## config.mk

```make
export PLATFORM = sky130hd
export DESIGN_NAME = config_control_handshake
export DESIGN_NICKNAME = d
export VERILOG_FILES = /design/src/core/config_control_handshake.v /design/src/core/pin_sync.v
export VERILOG_INCLUDE_DIRS = /design/src /design/src/core
export SDC_FILE = /design/constraint.sdc
export NUM_CORES = 1
export LEC_CHECK = 0
export BUFFER_PORTS_ARGS = -buffer_cell sky130_fd_sc_hd__buf_2
export CORE_MARGIN = 8
export CORE_UTILIZATION = 45
export CTS_CLUSTER_DIAMETER = 60
export DETAILED_ROUTE_END_ITERATION = 10
export GPL_TIMING_DRIVEN = 1
export PLACE_DENSITY = 0.78
export SYNTH_ARGS = -nofsm -noshare
export SYNTH_HDL_FRONTEND = slang
export SYNTH_SLANG_ARGS = --single-unit
```

## constraint.sdc

```tcl
create_clock -name clock -period 2.2 [get_ports clock]
set_clock_uncertainty 0.2 [all_clocks]
set_input_delay 0.33 -clock clock [delete_from_list [all_inputs] [get_ports clock]]
set_output_delay 0.33 -clock clock [all_outputs]
set_load 0.005 [all_outputs]
```

## src/core/cfg_ctrl_defines.vh

```
// Purpose: Shared constants for the configuration control sequencer.
// Assumes: Included by bare name; definitions only.
// Notes: Times are kept in their own unit; cycle counts derive from the clock period.
`ifndef CFG_CTRL_DEFINES_VH
`define CFG_CTRL_DEFINES_VH

// Clock
`define CFG_CLK_PERIOD_NS 10

// Power-up status pull-down: longest time, so the count rounds down
`define CFG_POR_RELEASE_NS 5000
`define CFG_POR_CYCLES (`CFG_POR_RELEASE_NS / `CFG_CLK_PERIOD_NS)
`define CFG_POR_CNT_W 9

// Initialization length after the load-complete line reads high
`define CFG_INIT_CYCLES 16
`define CFG_INIT_CNT_W 8

// Register bus
`define CFG_ADDR_W 8
`define CFG_DATA_W 32
`define CFG_REG_CTRL 8'h00
`define CFG_REG_STATUS 8'h04
`define CFG_REG_SCHEME 8'h08

// Control register write bits (self-clearing pulses)
`define CFG_CTRL_DATA_DONE 0
`define CFG_CTRL_DATA_ERROR 1

// Status register fields
`define CFG_ST_STATE_LSB 0
`define CFG_ST_STATE_W 7
`define CFG_ST_STATUS_LINE 8
`define CFG_ST_LOAD_LINE 9
`define CFG_ST_POWER_GOOD 10
`define CFG_ST_RECONFIG_N 11
`define CFG_ST_ERR_EXT 12
`define CFG_ST_ERR_INT 13
`define CFG_ST_USER_MODE 14

// Scheme register fields
`define CFG_SC_SCHEME_LSB 0
`define CFG_SC_IO_LEVEL 2
`define CFG_SC_LIVE_LSB 4
`define CFG_SC_LIVE_IO 6

// Synchroniser layout
`define CFG_SYNC_W 7
`define CFG_SYNC_RECONFIG 0
`define CFG_SYNC_SEL0 1
`define CFG_SYNC_SEL1 2
`define CFG_SYNC_IO_LEVEL 3
`define CFG_SYNC_POWER_GOOD 4
`define CFG_SYNC_STATUS 5
`define CFG_SYNC_LOAD 6

`endif

```

## src/core/config_control_handshake.v

```verilog
// Purpose: Configuration control sequencer: power-up reset, configuration,
//          initialization, user mode and error, driven by the wired handshake lines.
// Assumes: All pins are asynchronous to clock and pass two flops before use.
// Notes: Data loading itself is outside; software reports completion or error
//        through the control register.
//
// Implementation choices: the register offsets and strobed register access.
`timescale 1ns/1ps
`include "cfg_ctrl_defines.vh"

// How it works
// - The two scheme select pins are read as a two-bit code and latched for the next configuration.
// - The I/O level pin is high for 1.8 V banks, low otherwise, and nothing starts before bank power-good.
// - A low reconfiguration request in user mode drops the configuration, resets and floats user I/O.
// - The rising reconfiguration request, or the end of power-up with the request high, starts a new configuration.
// - Right after power-up the status line is pulled low and released within 5 us.
// - An error found while configuring pulls the status line low.
// - A status line sensed low during configuration or initialization, not driven by us, means error.
// - In user mode the status line is ignored entirely.
// - The load-complete line is held low from reset through the whole data transfer.
// - The load-complete line is released only when all data arrived clean, as initialization starts.
// - Initialization runs only once the load-complete line reads high, then user mode follows.
// - In user mode a low load-complete line has no effect.
module config_control_handshake #(
   parameter POR_CYCLES = `CFG_POR_CYCLES,
   parameter INIT_CYCLES = `CFG_INIT_CYCLES
) (
   // Clock and reset
   input wire clock,
   input wire arst_n,
   // Register port
   input wire [`CFG_ADDR_W-1:0] reg_addr,
   input wire [`CFG_DATA_W-1:0] reg_wdata,
   input wire reg_write,
   input wire reg_read,
   output reg [`CFG_DATA_W-1:0] reg_rdata,
   // Selection pins
   input wire scheme_select_bit0,
   input wire scheme_select_bit1,
   input wire io_level_select,
   input wire bank_power_good,
   input wire reconfig_request_n,
   // Wired status line
   input wire status_line_in,
   output reg status_line_out,
   output reg status_line_oe,
   // Wired load-complete line
   input wire load_complete_in,
   output reg load_complete_out,
   output reg load_complete_oe,
   // Device state
   output reg [1:0] config_scheme,
   output reg io_level_1v8,
   output reg user_io_enable,
   output reg config_busy
);

   // One-hot states, with the reset state all zero
   localparam [6:0] ST_POWER_UP = 7'h01;
   localparam [6:0] ST_WAIT_STATUS = 7'h02;
   localparam [6:0] ST_CONFIG = 7'h04;
   localparam [6:0] ST_INIT_WAIT = 7'h08;
   localparam [6:0] ST_INIT_RUN = 7'h10;
   localparam [6:0] ST_USER = 7'h20;
   localparam [6:0] ST_ERROR = 7'h40;
   localparam [6:0] ST_RESET = 7'h00;

   // Last count values, cut on purpose to the counter widths
   localparam integer POR_LAST_FULL = POR_CYCLES - 1;
   localparam integer INIT_LAST_FULL = INIT_CYCLES - 1;
   localparam [`CFG_POR_CNT_W-1:0] POR_LAST = POR_LAST_FULL[`CFG_POR_CNT_W-1:0];
   localparam [`CFG_INIT_CNT_W-1:0] INIT_LAST = INIT_LAST_FULL[`CFG_INIT_CNT_W-1:0];

   // Address match, shared by the write and the read decode
   function reg_hit;
      input [`CFG_ADDR_W-1:0] addr;
      input [`CFG_ADDR_W-1:0] offset;
      begin
         reg_hit = (addr == offset);
      end
   endfunction

   // Pin synchronisers; reconfiguration request idles released
   wire [`CFG_SYNC_W-1:0] pins_async;
   wire [`CFG_SYNC_W-1:0] pins;

   assign pins_async = {load_complete_in, status_line_in, bank_power_good,
                        io_level_select, scheme_select_bit1, scheme_select_bit0,
                        reconfig_request_n};

   pin_sync #(
      .WIDTH(`CFG_SYNC_W),
      .RESET_VALUE(7'h01)
   ) u_pin_sync (
      .clock(clock),
      .arst_n(arst_n),
      .async_in(pins_async),
      .sync_out(pins)
   );

   wire reconfig_n_s;
   wire [1:0] scheme_s;
   wire io_level_s;
   wire power_good_s;
   wire status_s;
   wire load_s;

   assign reconfig_n_s = pins[`CFG_SYNC_RECONFIG];
   assign scheme_s = {pins[`CFG_SYNC_SEL1], pins[`CFG_SYNC_SEL0]};
   assign io_level_s = pins[`CFG_SYNC_IO_LEVEL];
   assign power_good_s = pins[`CFG_SYNC_POWER_GOOD];
   assign status_s = pins[`CFG_SYNC_STATUS];
   assign load_s = pins[`CFG_SYNC_LOAD];

   // Register write decode
   wire ctrl_write;
   wire data_done_pulse;
   wire data_error_pulse;

   assign ctrl_write = reg_write && reg_hit(reg_addr, `CFG_REG_CTRL);
   assign data_done_pulse = ctrl_write && reg_wdata[`CFG_CTRL_DATA_DONE];
   assign data_error_pulse = ctrl_write && reg_wdata[`CFG_CTRL_DATA_ERROR];

   // Sequencer
   reg [6:0] state;
   reg [6:0] next_state;
   reg [`CFG_POR_CNT_W-1:0] por_count;
   reg [`CFG_INIT_CNT_W-1:0] init_count;
   reg err_external;
   reg err_internal;
   reg next_err_external;
   reg next_err_internal;

   always @* begin
      next_state = state;
      next_err_external = err_external;
      next_err_internal = err_internal;
      case (state)
         ST_POWER_UP: begin
            if (por_count == POR_LAST) begin
               next_state = reconfig_n_s ? ST_WAIT_STATUS : ST_RESET;
            end
         end
         ST_RESET: begin
            // Only the release of the request leaves reset
            if (reconfig_n_s) begin
               next_state = ST_WAIT_STATUS;
            end
         end
         ST_WAIT_STATUS: begin
            // An external holder may keep the line low for a long time
            if (!reconfig_n_s) begin
               next_state = ST_RESET;
            end else if (status_s && power_good_s) begin
               next_state = ST_CONFIG;
            end
         end
         ST_CONFIG: begin
            if (!reconfig_n_s) begin
               next_state = ST_RESET;
            end else if (data_error_pulse) begin
               next_state = ST_ERROR;
               next_err_internal = 1'b1;
            end else if (!status_s) begin
               next_state = ST_ERROR;
               next_err_external = 1'b1;
            end else if (data_done_pulse) begin
               next_state = ST_INIT_WAIT;
            end
         end
         ST_INIT_WAIT: begin
            // Another device on the wire may hold load-complete low
            if (!reconfig_n_s) begin
               next_state = ST_RESET;
            end else if (!status_s) begin
               next_state = ST_ERROR;
               next_err_external = 1'b1;
            end else if (load_s) begin
               next_state = ST_INIT_RUN;
            end
         end
         ST_INIT_RUN: begin
            if (!reconfig_n_s) begin
               next_state = ST_RESET;
            end else if (!status_s) begin
               next_state = ST_ERROR;
               next_err_external = 1'b1;
            end else if (init_count == INIT_LAST) begin
               next_state = ST_USER;
            end
         end
         ST_USER: begin
            // Status and load-complete levels are not looked at here
            if (!reconfig_n_s) begin
               next_state = ST_RESET;
            end
         end
         ST_ERROR: begin
            if (!reconfig_n_s) begin
               next_state = ST_RESET;
            end
         end
         default: begin
            next_state = ST_RESET;
         end
      endcase
      // A new cycle forgets the cause of the last failure
      if (next_state == ST_RESET) begin
         next_err_external = 1'b0;
         next_err_internal = 1'b0;
      end
   end

   always @(posedge clock or negedge arst_n) begin
      if (!arst_n) begin
         state <= ST_POWER_UP;
         por_count <= {`CFG_POR_CNT_W{1'b0}};
         init_count <= {`CFG_INIT_CNT_W{1'b0}};
         err_external <= 1'b0;
         err_internal <= 1'b0;
      end else begin
         state <= next_state;
         err_external <= next_err_external;
         err_internal <= next_err_internal;
         if (state == ST_POWER_UP) begin
            por_count <= por_count + 1'b1;
         end
         if (state == ST_INIT_RUN) begin
            init_count <= init_count + 1'b1;
         end else begin
            init_count <= {`CFG_INIT_CNT_W{1'b0}};
         end
      end
   end

   // Pin drive follows the next state so it lines up with the state register
   wire next_pull_status;
   wire next_pull_load;
   wire next_user;
   wire next_busy;

   assign next_pull_status = (next_state == ST_POWER_UP) ||
                             (next_state == ST_RESET) ||
                             (next_state == ST_ERROR);
   assign next_pull_load = (next_state == ST_POWER_UP) ||
                           (next_state == ST_RESET) ||
                           (next_state == ST_WAIT_STATUS) ||
                           (next_state == ST_CONFIG) ||
                           (next_state == ST_ERROR);
   assign next_user = (next_state == ST_USER);
   assign next_busy = (next_state == ST_CONFIG) ||
                      (next_state == ST_INIT_WAIT) ||
                      (next_state == ST_INIT_RUN);

   wire enter_config;

   assign enter_config = (state == ST_WAIT_STATUS) && (next_state == ST_CONFIG);

   always @(posedge clock or negedge arst_n) begin
      if (!arst_n) begin
         status_line_out <= 1'b0;
         status_line_oe <= 1'b1;
         load_complete_out <= 1'b0;
         load_complete_oe <= 1'b1;
         user_io_enable <= 1'b0;
         config_busy <= 1'b0;
         config_scheme <= 2'h0;
         io_level_1v8 <= 1'b0;
      end else begin
         // The drivers only ever pull low; release means enable off
         status_line_out <= 1'b0;
         load_complete_out <= 1'b0;
         status_line_oe <= next_pull_status;
         load_complete_oe <= next_pull_load;
         user_io_enable <= next_user;
         config_busy <= next_busy;
         // Scheme and bank level are taken once, as configuration starts
         if (enter_config) begin
            config_scheme <= scheme_s;
            io_level_1v8 <= io_level_s;
         end
      end
   end

   // Register read, answered in the next cycle; unmapped reads give zero
   reg [`CFG_DATA_W-1:0] next_rdata;

   always @* begin
      next_rdata = {`CFG_DATA_W{1'b0}};
      if (reg_hit(reg_addr, `CFG_REG_STATUS)) begin
         next_rdata[`CFG_ST_STATE_LSB +: `CFG_ST_STATE_W] = state;
         next_rdata[`CFG_ST_STATUS_LINE] = status_s;
         next_rdata[`CFG_ST_LOAD_LINE] = load_s;
         next_rdata[`CFG_ST_POWER_GOOD] = power_good_s;
         next_rdata[`CFG_ST_RECONFIG_N] = reconfig_n_s;
         next_rdata[`CFG_ST_ERR_EXT] = err_external;
         next_rdata[`CFG_ST_ERR_INT] = err_internal;
         next_rdata[`CFG_ST_USER_MODE] = (state == ST_USER);
      end else if (reg_hit(reg_addr, `CFG_REG_SCHEME)) begin
         next_rdata[`CFG_SC_SCHEME_LSB +: 2] = config_scheme;
         next_rdata[`CFG_SC_IO_LEVEL] = io_level_1v8;
         next_rdata[`CFG_SC_LIVE_LSB +: 2] = scheme_s;
         next_rdata[`CFG_SC_LIVE_IO] = io_level_s;
      end
   end

   always @(posedge clock or negedge arst_n) begin
      if (!arst_n) begin
         reg_rdata <= {`CFG_DATA_W{1'b0}};
      end else if (reg_read) begin
         reg_rdata <= next_rdata;
      end else begin
         // Read data stand for exactly one cycle
         reg_rdata <= {`CFG_DATA_W{1'b0}};
      end
   end

endmodule // config_control_handshake

```

## src/core/pin_sync.v

```verilog
// Purpose: Two-flop synchroniser for a group of asynchronous pin levels.
// Assumes: Each bit is an independent level; no bus coherency is implied.
// Notes: The first stage is read by the second stage only.
`timescale 1ns/1ps

module pin_sync #(
   parameter WIDTH = 1,
   parameter [WIDTH-1:0] RESET_VALUE = {WIDTH{1'b0}}
) (
   // Clock and reset
   input wire clock,
   input wire arst_n,
   // Levels
   input wire [WIDTH-1:0] async_in,
   output reg [WIDTH-1:0] sync_out
);

   reg [WIDTH-1:0] stage1;

   always @(posedge clock or negedge arst_n) begin
      if (!arst_n) begin
         stage1 <= RESET_VALUE;
         sync_out <= RESET_VALUE;
      end else begin
         stage1 <= async_in;
         sync_out <= stage1;
      end
   end

endmodule // pin_sync

```

==> results of run 1 <==
## registers in the layout, indices dropped and copies added (netlist names)
name                 flops
reg_rdata               14
por_count                9
init_count               8
state                    7
u_pin_sync.stage1        7
u_pin_sync.sync_out      7
config_scheme            2
config_busy              1
err_external             1
err_internal             1
io_level_1v8             1
load_complete_oe         1
status_line_oe           1
user_io_enable           1
## through the flow
step	TNS (ns)	hold WS (ns)	setup slack, ns
2_1_floorplan	0	-0.1656	0.01219
3_3_place_gp	-0.2320	0.1205	-0.1166
3_5_place_dp	-0.2753	0.1337	-0.1429
4_1_cts	-0.05632	0.1489	-0.02705
5_1_grt	-0.2431	0.1641	-0.1022
6_report	-0.06284	0.1461	-0.03251
## cell usage in the layout (no fill, tap or decap), types with 3 or more instances in the layout
cell,count
a21oi_1,5
clkbuf_8,9
buf_4,34
and2_1,10
inv_1,3
xnor2_1,7
nor2_1,21
nand4_1,4
buf_2,41
nand2b_1,3
dlygate4sd3_1,8
conb_1,20
dfrtp_1,55
o21ai_0,5
clkinv_2,3
a22oi_1,6
dfstp_2,5
and3_1,8
mux2_1,3
xor2_1,7
nand3_1,7
nand2_1,13
## critical path, stage by stage (launching register included)
cell       delay [ns]
dfrtp_1          0.38
or4_4            0.56
o21ai_4          0.17
a2bb2oi_4        0.18
nand4b_4         0.13
a2111oi_4        0.36
a21oi_1          0.12
## how the worst max path moves through the flow
stage	from	endpoint	slack (ns)	cells after the start
global placement	init_count[4]$_DFF_PN0_	err_external$_DFFE_PN0P_	-0.12	6
finish	init_count[4]$_DFF_PN0_	err_external$_DFFE_PN0P_	-0.03	6
CTS	init_count[4]$_DFF_PN0_	err_external$_DFFE_PN0P_	-0.03	6
floorplan	init_count[4]$_DFF_PN0_	err_external$_DFFE_PN0P_	0.01	6
global route	init_count[5]$_DFF_PN0_	err_internal$_DFFE_PN0P_	-0.10	6
detailed placement	reg_addr[5]	err_external$_DFFE_PN0P_	-0.14	8
## metal layers
| layer | track usage [%] | routed length [um] | share of wire (%) |
|---|---|---|---|
| met3 | 6.270 | 547 | 9.1 |
| met4 | 6.077 | 72 | 1.2 |
| met1 | 15.08 | 2334 | 39 |
| met2 | 22.83 | 3066 | 51 |
| met5 | 0 | 0 | 0 |
## repair_timing
action | CTS | global route
setup buffers | 1 | 2
cloned | 0 | 0
setup endpoints to repair | 2 | 9
gates resized for setup | 4 | 19
endpoints found under the hold margin | 29 | 0
hold buffers | 8 | 0
pin swaps | 2 | 2
## layout make-up
class	count	area (um2)
well taps	75	93.84
inverters	3	11.26
clock buffers	11	131.4
repair buffers	84	560.5
flip-flops and latches	61	1534
fillers	476	2296
clock inverters	5	75.07
multi-input cells	170	1219
## power groups by stage
| stage | sequential [uW] | combinational (uW) | clock, uW |
|---|---|---|---|
| global placement | 1200 | 135 | 0 |
| global route | 1180 | 179 | 1120 |
| floorplan | 1190 | 85.2 | 0 |
| finish | 1180 | 160 | 1030 |
| CTS | 1180 | 156 | 1060 |
| detailed placement | 1200 | 139 | 0 |
## cells by family (layout without fill, tap and decap cells)
family | count (synthesis) | in the layout
DFF | 61 | 61
and+or+nand+nor | 96 | 96
adders and majority gates | 2 | 2
buffers and inverters | 30 | 103
xor gates and xnor gates | 14 | 14
AOI/OAI and AO/OA | 33 | 33
muxes | 5 | 5
other | 1 | 20
==> run_results.csv, run 1 <==
group,metric,value,unit
run,drv_cap,0,
worst_setup_path,critPathArrivalTime,2.24,ns
grt,grt_max_degree,40,
pwr,ir_drop,0.4801,mV
synthesis,syn_avg_cell_area,11.42,um2
synthesis,synth_commonest_cells,"dfrtp_1, nor2_1, buf_4",
pwr,p_leak,0.001776,uW
grt,overflow,0,
route,dr.first_iter.drc_count,96,
pwr,p_int,1860,uW
timing,min_period_over_period,101.5,%
clocking,clk_latency,0.34,ns
timing,clock.fmax,447.9,MHz
placed_design,dpl_cell_area,3201,um2
synthesis,yosys.area_share.adder,0.9054,%
floorplan,die_w,94.37,um
synthesis,synth_xor_area_share,4.436,%
final_layout,layout.cells.non_filler,409,
worst_setup_path,crit_fanout,2,
pwr,p_sw,508.0,uW
grt,track_usage,13.86,%
synthesis,yosysMostFrequentCell,"dfrtp_1",
final_layout,final_util,61.22,%
route,viasPerCell,4.958,
outcome,outcome,"finished, violations left",
final_layout,area_growth_syn_to_layout,31.15,%
clocking,cts_buffers,9,
floorplan,core_area,5921,um2
route,vias,2028,
route,wire_per_inst,14.72,um
timing,fin_ws,-0.03251,ns
worst_setup_path,r2r_cells,6,
clocking,cts_tree,"done",
timing,tightest_slew,0.5096,ns
worst_hold_path,hp-class,"register to register",
synthesis,synth.mux.area_fraction,1.992,%
synthesis,synthSimpleGateAreaFrac,20.37,%
synthesis,synth_top_area_cell,"dfrtp_1",
synthesis,synth_ff_type,"dfrtp_1",
timing,slew_headroom,66.02,%
route,routed_wl,6.020,mm
clocking,root_buffer,"clkbuf_8",
pwr,p_seq_share,49.7,%
floorplan,initial_core_util,46.68,%
timing,min_period,2.233,ns
pwr,power.density,653.4,nW/um2
worst_setup_path,cp-start-kind,"register",
synthesis,synth_top_cell_area_share,50.70,%
worst_setup_path,worstReg2RegEnd,"err_external$_DFFE_PN0P_",
placed_design,gp_congestion,0.8616,
synthesis,synth_cells,242,
timing,setup_viol,2,
route,drc,0,
pwr,p_total,2368,uW
worst_setup_path,crit_type,"register to register",
timing,slew_violations,0,
route,dr.pass1.iters,4,
synthesis,synth-seq-area-share,55.45,%
worst_setup_path,endpoint_kind,"register",
worst_hold_path,hold_depth,0,
synthesis,syn_area,2764,um2
synthesis,ys_warn_count,0,
clocking,cts.path.max_buffers,2,
synthesis,synth_top_family_by_area,"simple AND/OR/NAND/NOR gates",
placed_design,dp.cells,382,
grt,first_global_vias,2071,
grt,antenna_found_initial,0,
outcome,violations,"negative setup slack",
final_layout,layout-drive-gt1-share,37.13,%
worst_setup_path,worst_ep_required_time,2.21,ns
worst_hold_path,whs_endpoint,"u_pin_sync.sync_out[5]$_DFF_PN0_",
synthesis,synth_compound_gate_area_share,9.552,%
clocking,cts_max_level,3,
grt,grt_pass1_wl,9.611,mm
floorplan,die_height,94.37,um
pwr,swShare,21.45,%
placed_design,dp_hpwl,4.282,mm
final_layout,antenna_cells,0,
synthesis,synth_seq_cells,61,
floorplan,dieArea,8906,um2
clocking,cts.sinks,61,
worst_setup_path,reg2reg_from,"init_count[4]$_DFF_PN0_",
timing,finalHoldViolCount,0,
clocking,clkTransAtPathRegs,0.06,ns
pwr,combPwrFrac,6.8,%
synthesis,synth_area_leaders,"dfrtp_1, buf_4, dfstp_2",
floorplan,fp-row-count,28,
final_layout,finalInstanceArea,3625,um2
synthesis,synthArstFlopShare,100.0,%
route,ant_nets,0,
placed_design,portBuffers,41,
synthesis,netlist-cell-type-count,57,
timing,rsz0062_at_grt,"true",
synthesis,synth_edf_count,0,
worst_setup_path,rrSetupSlack,-0.03,ns
floorplan,pin_count,92,
worst_hold_path,min_from,"u_pin_sync.stage1[5]$_DFF_PN0_",
pwr,clock_power_share,43.5,%
final_layout,nNetsFinal,382,
No activity file was read; power rests on OpenSTA's default activity.
==> run 2: changes to the inputs <==
--- a/config.mk
+++ b/config.mk
@@ -13,6 +13,7 @@
 export DETAILED_ROUTE_END_ITERATION = 10
 export GPL_TIMING_DRIVEN = 1
 export PLACE_DENSITY = 0.78
+export RECOVER_POWER = 100
 export SYNTH_ARGS = -nofsm -noshare
 export SYNTH_HDL_FRONTEND = slang
 export SYNTH_SLANG_ARGS = --single-unit
==> run 2 against run 1 <==
- the flow still finishes with violations (negative setup slack)
- clock power about the same
- core utilization fell by 0.85 points
- count of clock-buffer cells in the layout unchanged
- wire length increased by 0.40%
- final cell count unchanged
- maximum frequency is 0.27% lower
- first-iteration DRC count up 5.2%
- register-to-register slack is essentially flat
- total power about the same
- critical path type unchanged
- largest power group unchanged
==> run_results.csv, run 2 (synthesis results as in run 1) <==
group,metric,value,unit
route,drc,0,
final_layout,reg.largest.list,"reg_rdata (14), por_count (9), init_count (8)",
grt,first_global_vias,2071,
worst_setup_path,rrSetupSlack,-0.04,ns
timing,min_period,2.239,ns
worst_setup_path,worst_ep_required_time,2.21,ns
outcome,violations,"negative setup slack",
clocking,cts_tree,"done",
placed_design,dpl_cell_area,3201,um2
route,dr.pass1.iters,4,
worst_setup_path,critPathArrivalTime,2.25,ns
timing,clock.fmax,446.7,MHz
worst_setup_path,cp-start-kind,"register",
pwr,p_sw,509.8,uW
worst_setup_path,crit_fanout,2,
worst_setup_path,endpoint_kind,"register",
grt,grt_pass1_wl,9.611,mm
timing,setup_viol,3,
timing,rsz0062_at_grt,"true",
pwr,swShare,21.55,%
clocking,cts_max_level,3,
final_layout,final_common_cell,"dfrtp_1",
final_layout,area_growth_syn_to_layout,29.33,%
worst_hold_path,hold_depth,0,
clocking,cts.path.max_buffers,2,
placed_design,gp_congestion,0.8616,
clocking,cts_buffers,9,
timing,final.setup.tns,-0.08371,ns
grt,track_usage,13.86,%
floorplan,die_w,94.37,um
clocking,clkTransAtPathRegs,0.06,ns
clocking,clk_latency,0.33,ns
pwr,power.density,661.9,nW/um2
timing,min_period_over_period,101.8,%
pwr,clock_power_share,43.6,%
final_layout,final_cell_mix,"dfrtp_1, buf_4, buf_2",
final_layout,antenna_cells,0,
timing,slew_headroom,22.33,%
floorplan,core_area,5921,um2
placed_design,dp_hpwl,4.282,mm
run,drv_cap,0,
worst_hold_path,hp-class,"register to register",
placed_design,dp_slack,-0.1429,ns
route,dr.first_iter.drc_count,101,
floorplan,dieArea,8906,um2
worst_setup_path,crit_type,"register to register",
timing,holdWs,0.1460,ns
clocking,cts.sinks,61,
worst_setup_path,worstReg2RegEnd,"err_external$_DFFE_PN0P_",
timing,fin_ws,-0.03857,ns
final_layout,finalInstanceArea,3575,um2
final_layout,largest_reg_flops,14,
worst_hold_path,whs_endpoint,"u_pin_sync.sync_out[5]$_DFF_PN0_",
final_layout,layout-drive-gt1-share,31.14,%
pwr,p_total,2366,uW
timing,tightest_slew,1.165,ns
final_layout,nFillCells,492,
grt,grt_max_degree,40,
timing,slew_violations,0,
worst_hold_path,min_from,"u_pin_sync.stage1[5]$_DFF_PN0_",
pwr,ir_drop,0.4802,mV
grt,antenna_found_initial,0,
timing,finalHoldViolCount,0,
pwr,p_leak,0.001703,uW
grt,overflow,0,
floorplan,initial_core_util,46.68,%
floorplan,fp-row-count,28,
floorplan,pin_count,92,
pwr,p_int,1856,uW
placed_design,portBuffers,41,
floorplan,die_height,94.37,um
worst_setup_path,reg2reg_from,"init_count[4]$_DFF_PN0_",
outcome,outcome,"finished, violations left",
clocking,root_buffer,"clkbuf_8",
route,wire_per_inst,14.78,um
final_layout,nNetsFinal,382,
route,ant_nets,0,
pwr,p_seq_share,49.8,%
final_layout,regMostFlops,"reg_rdata",
worst_setup_path,r2r_cells,6,
route,vias,2054,
route,routed_wl,6.044,mm
route,viasPerCell,5.022,
pwr,combPwrFrac,6.6,%
[run 2: worst max path at each step]
stage,start,to,slack [ns],cells after the start
finish,init_count[4]$_DFF_PN0_,err_external$_DFFE_PN0P_,-0.04,6
global route,init_count[5]$_DFF_PN0_,err_internal$_DFFE_PN0P_,-0.10,6
CTS,init_count[4]$_DFF_PN0_,err_external$_DFFE_PN0P_,-0.03,6
detailed placement,reg_addr[5],err_external$_DFFE_PN0P_,-0.14,8
global placement,init_count[4]$_DFF_PN0_,err_external$_DFFE_PN0P_,-0.12,6
floorplan,init_count[4]$_DFF_PN0_,err_external$_DFFE_PN0P_,0.01,6
[run 2: power by group through the flow]
stage | combinational [uW] | clock (uW) | sequential (uW)
2_1_floorplan | 85.2 | 0 | 1190
3_3_place_gp | 135 | 0 | 1200
3_5_place_dp | 139 | 0 | 1200
4_1_cts | 156 | 1060 | 1180
5_1_grt | 174 | 1120 | 1180
6_report | 155 | 1030 | 1180
[run 2: stage by stage]
stage	instances	util, %
floorplan	261	-
global placement	382	54.06
detailed placement	382	54.06
CTS	407	59.51
global route	409	60.38
finish	409	60.38
[run 2: worst max-delay path, cell delays in order (launching register included)]
cell       delay [ns]
dfrtp_1          0.38
or4_4            0.56
o21ai_4          0.17
a2bb2oi_4        0.18
nand4b_4         0.13
a2111oi_4        0.36
a21oi_1          0.12
[run 2: layout make-up]
type | instances | area [um2] | area share (%)
tap | 75 | 93.84 | 2.625
clock inverter | 5 | 75.07 | 2.100
clock buffer | 11 | 131.4 | 3.675
timing repair buffer | 84 | 525.5 | 14.70
multi-input combinational | 170 | 1204 | 33.67
sequential | 61 | 1534 | 42.91
inverter | 3 | 11.26 | 0.3150
[run 2: repair_timing]
action | CTS | global route
setup buffers | 1 | 2
endpoints found under the hold margin | 29 | 0
gates cloned | 0 | 0
hold buffers | 8 | 0
endpoints found under the setup margin | 2 | 9
pin swaps | 2 | 2
resized for setup | 4 | 19
[run 2: metal layers]
layer | vias to the layer above | GRT usage, % | part of all wire [%]
li1 | 982 | - | -
met1 | 986 | 15.08 | 39
met2 | 76 | 22.83 | 51
met3 | 10 | 6.270 | 9.3
met4 | 0 | 6.077 | 1.4
met5 | - | 0 | 0
